### src/bfhrp_cfg.svh
// offsets, field positions, reset values and timing counts for the
// dual-fifo port handshake, retransmit and parity block
`ifndef BFHRP_CFG_SVH
`define BFHRP_CFG_SVH

// register offsets (byte addresses)
`define BFHRP_ADDR_W          8
`define BFHRP_OFS_CTRL        8'h00
`define BFHRP_OFS_STATUS      8'h04

// control register field positions
`define BFHRP_CTRL_PAR_EVEN   0
`define BFHRP_CTRL_GEN_A      1
`define BFHRP_CTRL_LATCH_A    2
`define BFHRP_CTRL_POLICY     9
`define BFHRP_CTRL_GEN_B      10
`define BFHRP_CTRL_LATCH_B    11
`define BFHRP_CTRL_W          12
`define BFHRP_CTRL_RST        12'h000

// status register field positions
`define BFHRP_STAT_PERR_LAT   0
`define BFHRP_STAT_ACK        2
`define BFHRP_STAT_REPLAY     4

// grant pacing inside the near-full / near-empty regions
`define BFHRP_PACE_PERIOD     3

`endif

### src/bfhrp_pkg.sv
// types shared by the port handshake, retransmit and parity block
// assumes bfhrp_cfg.svh is on the include path
package bfhrp_pkg;

  // one port's transfer request, sampled at the rising clock edge
  typedef struct packed {
    logic req;        // transfer request
    logic rw;         // 1 = fifo read, 0 = fifo write
  } bfhrp_port_req_t;

  // boundary flags of the fifo written and the fifo read from this port
  typedef struct packed {
    logic wr_full;        // target fifo full
    logic near_full_flag; // target fifo inside near-full region
    logic rd_empty;       // source fifo empty
    logic near_empty_flag;// source fifo inside near-empty region
  } bfhrp_bound_t;

  // grant pacing states inside a boundary region
  typedef enum logic [2:0] {
    BFHRP_PACE_W1    = 3'b001,
    BFHRP_PACE_W2    = 3'b010,
    BFHRP_PACE_GRANT = 3'b100
  } bfhrp_pace_t;

endpackage

### src/bfhrp_core.sv
// port-side control of a bidirectional 36-bit dual fifo: request/grant
// handshake per port, retransmit rewind per fifo, byte parity check and
// generation per port bus, plus a small control/status register file.
// assumes: fifo core supplies boundary flags and applies the rewind
// pulses; both ports share i_core_clk; all inputs are synchronous.
//
// Strobed register access and the register offsets were chosen for this implementation.
`timescale 1ns/1ps
`include "bfhrp_cfg.svh"

module bfhrp_core (
  input  wire logic                         i_core_clk,       // core clock, 50 MHz
  input  wire logic                         i_srst,           // sync reset, high
  input  wire logic [`BFHRP_ADDR_W-1:0]     i_addr,           // register byte address
  input  wire logic [31:0]                  i_wdata,          // register write data
  input  wire logic                         i_wr,             // register write strobe
  input  wire logic                         i_rd,             // register read strobe
  output logic      [31:0]                  o_rdata,          // read data, cycle after
  input  wire bfhrp_pkg::bfhrp_port_req_t   i_port_a,         // port a request
  input  wire bfhrp_pkg::bfhrp_port_req_t   i_port_b,         // port b request
  input  wire bfhrp_pkg::bfhrp_bound_t      i_bound_a,        // port a boundary flags
  input  wire bfhrp_pkg::bfhrp_bound_t      i_bound_b,        // port b boundary flags
  output logic                              o_ack_a,          // port a grant
  output logic                              o_ack_b,          // port b grant
  input  wire logic                         i_replay_strobe_fifo1_n, // fifo 1 replay, low
  input  wire logic                         i_replay_strobe_fifo2_n, // fifo 2 replay, low
  output logic                              o_rewind_fifo1,   // fifo 1 read ptr to 0
  output logic                              o_rewind_fifo2,   // fifo 2 read ptr to 0
  input  wire logic [35:0]                  i_pad_a,          // word on port a pins
  input  wire logic [35:0]                  i_pad_b,          // word on port b pins
  input  wire logic                         i_width_select_low,  // port b width select
  input  wire logic                         i_width_select_high, // port b width select
  output logic                              o_parity_error_flag_port_a_n, // low on error
  output logic                              o_parity_error_flag_port_b_n, // low on error
  input  wire logic [35:0]                  i_gen_in_a,       // word passing port a
  input  wire logic [35:0]                  i_gen_in_b,       // word passing port b
  output logic      [35:0]                  o_gen_out_a,      // word after generation
  output logic      [35:0]                  o_gen_out_b       // word after generation
);
  import bfhrp_pkg::*;

  localparam logic [1:0] PaceLast = 2'(`BFHRP_PACE_PERIOD - 1);

  logic [`BFHRP_CTRL_W-1:0] ctrl_q;
  logic [1:0]               perr_lat_q;
  logic [1:0]               perr_lat_d;
  logic [1:0]               ack_q;
  logic [1:0]               replay_prev_n_q;
  logic [1:0]               rewind_q;
  logic [1:0]               flag_n_q;
  logic [35:0]              gen_q [2];
  logic [31:0]              rdata_q;

  logic                     par_even;
  logic                     policy;
  logic [1:0]               gen_en;
  logic [1:0]               latch_en;
  logic [1:0]               replay_n;
  logic [1:0]               req;
  logic [1:0]               rw;
  logic [1:0]               blocked;
  logic [1:0]               in_region;
  logic [1:0]               perr_now;
  logic [3:0]               byte_mask [2];
  logic [35:0]              pad [2];
  logic [35:0]              gen_in [2];
  logic                     stat_rd;
  logic [1:0]               pace_pos [2];

  assign par_even    = ctrl_q[`BFHRP_CTRL_PAR_EVEN];
  assign policy      = ctrl_q[`BFHRP_CTRL_POLICY];
  assign gen_en      = {ctrl_q[`BFHRP_CTRL_GEN_B], ctrl_q[`BFHRP_CTRL_GEN_A]};
  assign latch_en    = {ctrl_q[`BFHRP_CTRL_LATCH_B], ctrl_q[`BFHRP_CTRL_LATCH_A]};
  assign replay_n    = {i_replay_strobe_fifo2_n, i_replay_strobe_fifo1_n};
  assign pad[0]      = i_pad_a;
  assign pad[1]      = i_pad_b;
  assign gen_in[0]   = i_gen_in_a;
  assign gen_in[1]   = i_gen_in_b;
  assign stat_rd     = i_rd && (i_addr == `BFHRP_OFS_STATUS);

  assign req = {i_port_b.req, i_port_a.req};
  assign rw  = {i_port_b.rw, i_port_a.rw};

  assign blocked   = {(i_port_b.rw ? i_bound_b.rd_empty : i_bound_b.wr_full),
                      (i_port_a.rw ? i_bound_a.rd_empty : i_bound_a.wr_full)};
  assign in_region = {(i_port_b.rw ? i_bound_b.near_empty_flag : i_bound_b.near_full_flag),
                      (i_port_a.rw ? i_bound_a.near_empty_flag : i_bound_a.near_full_flag)};

  // which bytes of the port take part in parity; port a is always full word
  // width-steered checking
  always_comb begin
    byte_mask[0] = 4'hf;
    byte_mask[1] = 4'hf;
    if (policy) begin
      case ({i_width_select_high, i_width_select_low})
        2'b01:   byte_mask[1] = 4'h3;
        2'b00:   byte_mask[1] = 4'h1;
        default: byte_mask[1] = 4'hf;
      endcase
    end
  end

  // control register: mode, generation, latching and policy bits
  // odd after reset
  always_ff @(posedge i_core_clk) begin
    if (i_srst) begin
      ctrl_q <= `BFHRP_CTRL_RST;
    end else if (i_wr && (i_addr == `BFHRP_OFS_CTRL)) begin
      ctrl_q <= i_wdata[`BFHRP_CTRL_W-1:0];
    end
  end

  genvar p;
  generate
    for (p = 0; p < 2; p++) begin : g_port
      bfhrp_pace_t pace_q;
      logic [3:0]  byte_err;
      logic [35:0] gen_word;
      logic [1:0]  pace_cnt;

      always_ff @(posedge i_core_clk) begin
        if (i_srst) begin
          ack_q[p] <= 1'b0;
          pace_q   <= BFHRP_PACE_W1;
        end else if (!req[p] || blocked[p]) begin
          ack_q[p] <= 1'b0;
          pace_q   <= BFHRP_PACE_W1;
        end else if (in_region[p]) begin
          case (pace_q)
            BFHRP_PACE_W1: begin
              ack_q[p] <= 1'b0;
              pace_q   <= BFHRP_PACE_W2;
            end
            BFHRP_PACE_W2: begin
              ack_q[p] <= 1'b0;
              pace_q   <= BFHRP_PACE_GRANT;
            end
            BFHRP_PACE_GRANT: begin
              ack_q[p] <= 1'b1;
              pace_q   <= BFHRP_PACE_W1;
            end
            default: begin
              ack_q[p] <= 1'b0;
              pace_q   <= BFHRP_PACE_W1;
            end
          endcase
        end else begin
          ack_q[p] <= 1'b1;
          pace_q   <= BFHRP_PACE_W1;
        end
      end

      // position in the pacing period, for status only
      always_comb begin
        case (pace_q)
          BFHRP_PACE_W2:    pace_cnt = 2'd1;
          BFHRP_PACE_GRANT: pace_cnt = PaceLast;
          default:          pace_cnt = 2'd0;
        endcase
      end

      always_ff @(posedge i_core_clk) begin
        if (i_srst) begin
          replay_prev_n_q[p] <= 1'b1;
          rewind_q[p]        <= 1'b0;
        end else begin
          replay_prev_n_q[p] <= replay_n[p];
          rewind_q[p]        <= replay_prev_n_q[p] && !replay_n[p];
        end
      end

      for (genvar b = 0; b < 4; b++) begin : g_byte
        assign byte_err[b] = byte_mask[p][b] && ((^pad[p][9*b +: 9]) == par_even);
        assign gen_word[9*b +: 9] = (gen_en[p] && byte_mask[p][b]) ?
          {((^gen_in[p][9*b +: 8]) == par_even), gen_in[p][9*b +: 8]} :
          gen_in[p][9*b +: 9];
      end

      assign perr_now[p] = |byte_err;

      always_ff @(posedge i_core_clk) begin
        if (i_srst) begin
          gen_q[p] <= 36'h0;
        end else begin
          gen_q[p] <= gen_word;
        end
      end

      // sticky error for latched mode; a new error wins over a status read
      always_comb begin
        perr_lat_d[p] = perr_lat_q[p];
        if (stat_rd) begin
          perr_lat_d[p] = 1'b0;
        end
        if (perr_now[p]) begin
          perr_lat_d[p] = 1'b1;
        end
      end

      always_ff @(posedge i_core_clk) begin
        if (i_srst) begin
          perr_lat_q[p] <= 1'b0;
        end else begin
          perr_lat_q[p] <= perr_lat_d[p];
        end
      end

      always_ff @(posedge i_core_clk) begin
        if (i_srst) begin
          flag_n_q[p] <= 1'b1;
        end else if (latch_en[p]) begin
          flag_n_q[p] <= !(perr_lat_q[p] || perr_now[p]);
        end else begin
          flag_n_q[p] <= !perr_now[p];
        end
      end

      assign pace_pos[p] = pace_cnt;
    end
  endgenerate

  // read data one cycle after the strobe, zero elsewhere
  always_ff @(posedge i_core_clk) begin
    if (i_srst) begin
      rdata_q <= 32'h0;
    end else if (i_rd) begin
      if (i_addr == `BFHRP_OFS_CTRL) begin
        rdata_q <= {{(32-`BFHRP_CTRL_W){1'b0}}, ctrl_q};
      end else if (i_addr == `BFHRP_OFS_STATUS) begin
        rdata_q <= {22'h0, pace_pos[1], pace_pos[0], ~replay_n, ack_q, perr_lat_q};
      end else begin
        rdata_q <= 32'h0;
      end
    end else begin
      rdata_q <= 32'h0;
    end
  end

  assign o_rdata                      = rdata_q;
  assign o_ack_a                      = ack_q[0];
  assign o_ack_b                      = ack_q[1];
  assign o_rewind_fifo1               = rewind_q[0];
  assign o_rewind_fifo2               = rewind_q[1];
  assign o_parity_error_flag_port_a_n = flag_n_q[0];
  assign o_parity_error_flag_port_b_n = flag_n_q[1];
  assign o_gen_out_a                  = gen_q[0];
  assign o_gen_out_b                  = gen_q[1];

endmodule

### config.mk
export PLATFORM = sky130hd
export DESIGN_NAME = bfhrp_core
export DESIGN_NICKNAME = d
export VERILOG_FILES = /design/src/bfhrp_pkg.sv /design/src/bfhrp_core.sv
export VERILOG_INCLUDE_DIRS = /design/src
export SDC_FILE = /design/constraint.sdc
export NUM_CORES = 1
export LEC_CHECK = 0
export BUFFER_PORTS_ARGS = -buffer_cell sky130_fd_sc_hd__buf_2
export CORE_MARGIN = 8
export CORE_UTILIZATION = 44
export CTS_BUF_LIST = sky130_fd_sc_hd__clkbuf_2 sky130_fd_sc_hd__clkbuf_4 sky130_fd_sc_hd__clkbuf_8
export DETAILED_ROUTE_END_ITERATION = 7
export GPL_ROUTABILITY_DRIVEN = 0
export PLACE_DENSITY = 0.89
export SYNTH_ARGS = -nofsm -noshare
export SYNTH_HDL_FRONTEND = slang
export SYNTH_SLANG_ARGS = --single-unit
### constraint.sdc
create_clock -name i_core_clk -period 2.7 [get_ports i_core_clk]
set_clock_uncertainty 0.1 [all_clocks]
set_input_delay 0.405 -clock i_core_clk [delete_from_list [all_inputs] [get_ports i_core_clk]]
set_output_delay 0.405 -clock i_core_clk [all_outputs]
set_load 0.01 [all_outputs]
# After elaboration in Yosys (flattened, before gate mapping)
# Memories as Yosys holds them, arrays and structs flattened.
# Cells that the tools add are included.
# word_totals
ramBits,72
latch_bits,0
in_bits,204
romBits,0
register_bits,60
n_memories,1
# classes
div_mod_pow,0
n_mul,0
bitwise,6
magnitude_cmp,0
shifts,0
n_reduce_logical,52
add_sub_neg,0
muxes,34
eq_ne,24
# mem_list
memory,depth,width,rd,rd_ports_with_merged_regs,wr,line,rtl
gen_q,2,36,2,0,2,bfhrp_core.sv:51,logic [35:0] gen_q [2];
# ops
op,n
$mux 36,2
$mux 9,8
$reduce_xor 9->1,8
$reduce_xor 8->1,8
$eq 1x1->1,16
$mux 1,16
$logic_and 1x1->1,12
$mux 12,1
$pmux 3 s2,2
$mux 10,1
$reduce_or 3->1,3
$eq 8x3->1 const B,1
$logic_not 1->1,8
$logic_not 8->1,1
$pmux 2 s2,2
$pmux 4 s2,1
$reduce_or 4->1,2
$eq 3x1->1 const B,2
$eq 3x2->1 const B,2
$eq 3x3->1 const B,2
$reduce_or 2->1,3
$logic_or 1x1->1,4
$mux 4,1
$reduce_bool 2->1,2
other kinds (5),8

# Depth between registers and ports, before layout
# logic_depth
word_depth,8
mapped_depth,7
ltp_nobuf,6

# Worst setup path before layout
# No wires, ideal clock.
# synth_timing
kind,input -> register
startpoint,in i_pad_b[29]
endpoint,reg perr_lat_q[1]
arrival_time_ns,1.907
slack_ns,0.561
stages,6
required_ns,2.468
n_path_buf,0
path_cell_list,xnor2_1 > xnor3_1 > xnor2_1 > mux4_2 > a2111oi_2 > a21oi_1
# synth_via
elab_chain_cells,5
elab_cells_between_ends,6
cone_classes,eq/ne: 1; mux: 1; reduce/logical: 4
# synth_lines
element,line,rtl
from (decl),bfhrp_core.sv:30,"input wire logic [35:0] i_pad_b,"
$reduce_xor 9->1 (*),bfhrp_core.sv:173,assign byte_err[b] = byte_mask[p][b] && ((^pad[p][9*b +: 9]) == par_even);
$eq 1x1->1 (*),bfhrp_core.sv:173,
$logic_and 1x1->1 (*),bfhrp_core.sv:173,
$reduce_or 4->1 (*),bfhrp_core.sv:179,assign perr_now[p] = |byte_err;
$mux 1 / $reduce_bool 2->1 (equally long branches),n/a,
"to (signal, indexed assignment)",bfhrp_core.sv:204,perr_lat_q[p] <= perr_lat_d[p];
to (decl),bfhrp_core.sv:45,logic [1:0] perr_lat_q;
# Every way passes the cells marked *; elsewhere a longest branch is shown, timed or not.
# A chain may end at the register's enable or synchronous reset.

# Final worst setup path
# layout_timing
startpoint,in i_pad_b[32]
endpoint,reg perr_lat_q[1]
# Same word-level chain as after synthesis.

==> impl_metrics.csv <==
group,metric,value,unit
clock_network,root_buffer,"clkbuf_8",
setup_path,crit_path_frequent_cell,"xnor2_1",
sta,fin_crit_sh,76.96,%
sta,finalCriticalPeriod,2.078,ns
setup_path,crit_slowest_cell,"xnor3_1",
synthesis,yosysWarnings,0,
placement,place_ws,0.2433,ns
sta,tns,0,ns
drt,wire_per_inst,15.60,um
sta,setup_viol,0,
setup_path,worstSetupPathType,"in2reg",
synthesis,yosysSeqAreaShare,46.33,%
placement,place_area,6274,um2
global_routing,grt-ovfl-total,0,
sta,whs,0.1271,ns
clock_network,clk_latency,0.37,ns
finish,finish.instance_area,6450,um2
job,max_cap_violations,0,
synthesis,yosysTopAreaCellShare,46.33,%
finish,area.sequential,2242,um2
setup_path,critPathMaxFanout,2,
synthesis,ys_top_cells_by_area,"dfxtp_1, xnor2_1, nor2b_1",
clock_network,cts_tree,"yes",
global_routing,use_met2,34.16,%
setup_path,path_cells,"buf_2, xnor2_1, xnor3_1, xnor2_1, mux4_2, a2111oi_2, a21oi_1",
synthesis,synth_cell_type_count,36,
synthesis,netlist_area,4840,um2
finish,syn2layout_area_growth,33.27,%
floorplanning,dieArea,14610,um2
setup_path,crit_path_end_kind,"flip-flop",
placement,dp.cells,868,
synthesis,synthCells,468,
setup_path,max_stage_delay,0.44,ns
sta,fin_ws,0.6222,ns
finish,multi_input_area,2441,um2
global_routing,gr-usage-all-layers,18.36,%
sta,drv_slew,0,
setup_path,start_kind,"input port",
global_routing,met3_usage,8.050,%
floorplanning,die_h,120.9,um
setup_path,arrival,2.22,ns
setup_path,rr_worst_depth,4,
global_routing,grt_max_degree,49,
power_and_ir_drop,peakVddDrop,490.0,uV
setup_path,rrSetupSlack,0.77,ns
global_routing,grt_use_met1,18.08,%
clock_network,cts_buffers,9,
sta,rsz0062_at_grt,"no",
setup_path,cp.required,2.84,ns
floorplanning,row_count,38,
finish,stdcell_count,884,
synthesis,yosys.area.top_type,"dfxtp_1",
sta,fmax,0.4813,GHz
placement,portBuffers,273,
global_routing,antenna_found_initial,0,
synthesis,synth-seq-cells,112,
setup_path,r2r_end,"perr_lat_q[1]",
clock_network,postCtsSetupRepairBufs,0,
floorplanning,die_x,120.9,um
drt,routed_wirelength,13.79,mm
drt,first_pass_iters,4,
global_routing,grt_pass1_vias,4160,
power_and_ir_drop,powerDensity,533.8,nW/um2
sta,finalHoldViolCount,0,
drt,vias,3986,
global_routing,grt_busiest_layer,"met2",
drt,drtAntennaViolNets,0,
finish,antenna_cells,0,
global_routing,grt_pass1_wl,21.00,mm
finish,fillers,928,
floorplanning,start_util,44.84,%
floorplanning,io_pins,314,
clock_network,cts.sink_count,112,
power_and_ir_drop,p_leak,3.128,nW
clock_network,cts.clk_slew.worst_paths,0.10,ns
min_path,whs_path_depth,2,
clock_network,cts_resized,0,
min_path,hp-class,"in2reg",
min_path,hp-start,"i_replay_strobe_fifo2_n",
floorplanning,core,10790,um2
finish,fin_nets,943,
finish,layout-drive-gt1-share,40.19,%
drt,drt_iter0_drc,167,
drt,drc_errors,0,
drt,viasPerCell,4.509,
synthesis,avgSynthCellArea,10.34,um2
min_path,min_to,"o_rdata[5]",
placement,dpl.hpwl,11.75,mm
clock_network,htreeDepth,3,
clock_network,postCtsHoldBufs,0,
setup_path,regToRegStartpoint,"ctrl_q[0]",
run_status,outcome,"finished, final reports clean",
clock_network,cts.path.max_buffers,2,
==> how the worst max path moves through the flow <==
| stage | startpoint | endpoint | slack, ns | cells after the start |
|---|---|---|---|---|
| after global placement | i_pad_b[29] | perr_lat_q[1] | 0.35 | 7 |
| after CTS | i_pad_b[29] | perr_lat_q[1] | 0.63 | 7 |
| final | i_pad_b[32] | perr_lat_q[1] | 0.62 | 7 |
| after global routing | i_pad_b[29] | perr_lat_q[1] | 0.49 | 7 |
| after floorplan | i_pad_b[29] | perr_lat_q[1] | 0.56 | 6 |
| after detailed placement | i_pad_b[29] | perr_lat_q[1] | 0.24 | 7 |
==> state kept, by name (all words and copies together), names as in the netlist, 2 cells and up <==
signal and count:
g_port.pace_q 6, perr_lat_q 2, replay_prev_n_q 2, ctrl_q 12, o_rdata 12, gen_q 72
==> kinds of logic after synthesis <==
group	Yosys count	share of synthesized area (%)
and+or+nand+nor	146	16.68
xor gates and xnor gates	123	23.97
DFF	112	46.33
buffers and inverters	40	4.705
AOI/OAI and AO/OA	23	3.180
muxes	23	5.067
other	1	0.07749
==> per-stage QoR <==
stage                     total power, mW  utilization (%)
after floorplan                     2.307                -
after global placement              2.554            58.13
after detailed placement            2.579            58.13
after CTS                           3.482            59.76
after global routing                3.628            59.76
final                               3.443            59.76
==> placed cells by master, fill, tap and decap left out, drive strengths merged, types with 8 or more instances in the layout <==
master,Yosys,final
nor2b,65,65
a21oi,10,10
xnor2,101,101
buf,21,278
xor2,16,16
nand2b,8,8
conb,1,20
nor2,35,35
mux2i,20,20
clkbuf,16,9
nand2,11,11
dfxtp,112,112
==> worst max-delay path: cells and delay by family <==
family / cells / cell delay, ns
mux: 1 / 0.34
xor+xnor: 3 / 0.83
buf+inv: 1 / 0.12
compound gates: 2 / 0.53
==> layout make-up <==
| class | count | area share, % |
|---|---|---|
| inverters | 3 | 0.1746 |
| clock buffers | 9 | 1.920 |
| well taps | 140 | 2.716 |
| clock inverters | 7 | 0.8147 |
| multi-input cells | 335 | 37.85 |
| flip-flops and latches | 112 | 34.76 |
| repair buffers | 278 | 21.77 |
==> power by group <==
part	switching [mW]	total [mW]	leakage [nW]	internal, mW
clock network	0.562	0.906	0.0904	0.344
logic	0.360	0.792	2.11	0.432
registers	0.0221	1.74	0.925	1.72
==> cell usage after synthesis <==
cell type,n
dfxtp_1,112
xor2_1,16
xnor3_1,6
or2_1,2
nor2_1,35
o2bb2ai_1,1
a2111oi_2,1
buf_2,1
nand4_1,1
clkbuf_1,15
or3_1,3
xnor2_1,101
mux4_2,1
a211oi_1,7
nor3_1,3
nor3b_1,4
nand3b_1,5
nand3_1,4
nor2b_1,65
a21boi_0,1
a21o_1,2
or4_1,1
mux2_2,2
a21oi_1,10
nor4_1,1
inv_1,2
mux2i_1,20
nor4b_1,2
buf_4,20
nand2_1,11
conb_1,1
clkbuf_2,1
o21ai_0,1
or2_0,1
inv_2,1
nand2b_1,8
==> routing by layer <==
| layer | wire [um] | up-vias |
|---|---|---|
| met5 | 0 | - |
| met4 | 130 | 0 |
| met3 | 1359 | 9 |
| met2 | 7342 | 148 |
| met1 | 4958 | 1834 |
| li1 | - | 1995 |
No activity file was read; power rests on OpenSTA's default activity.
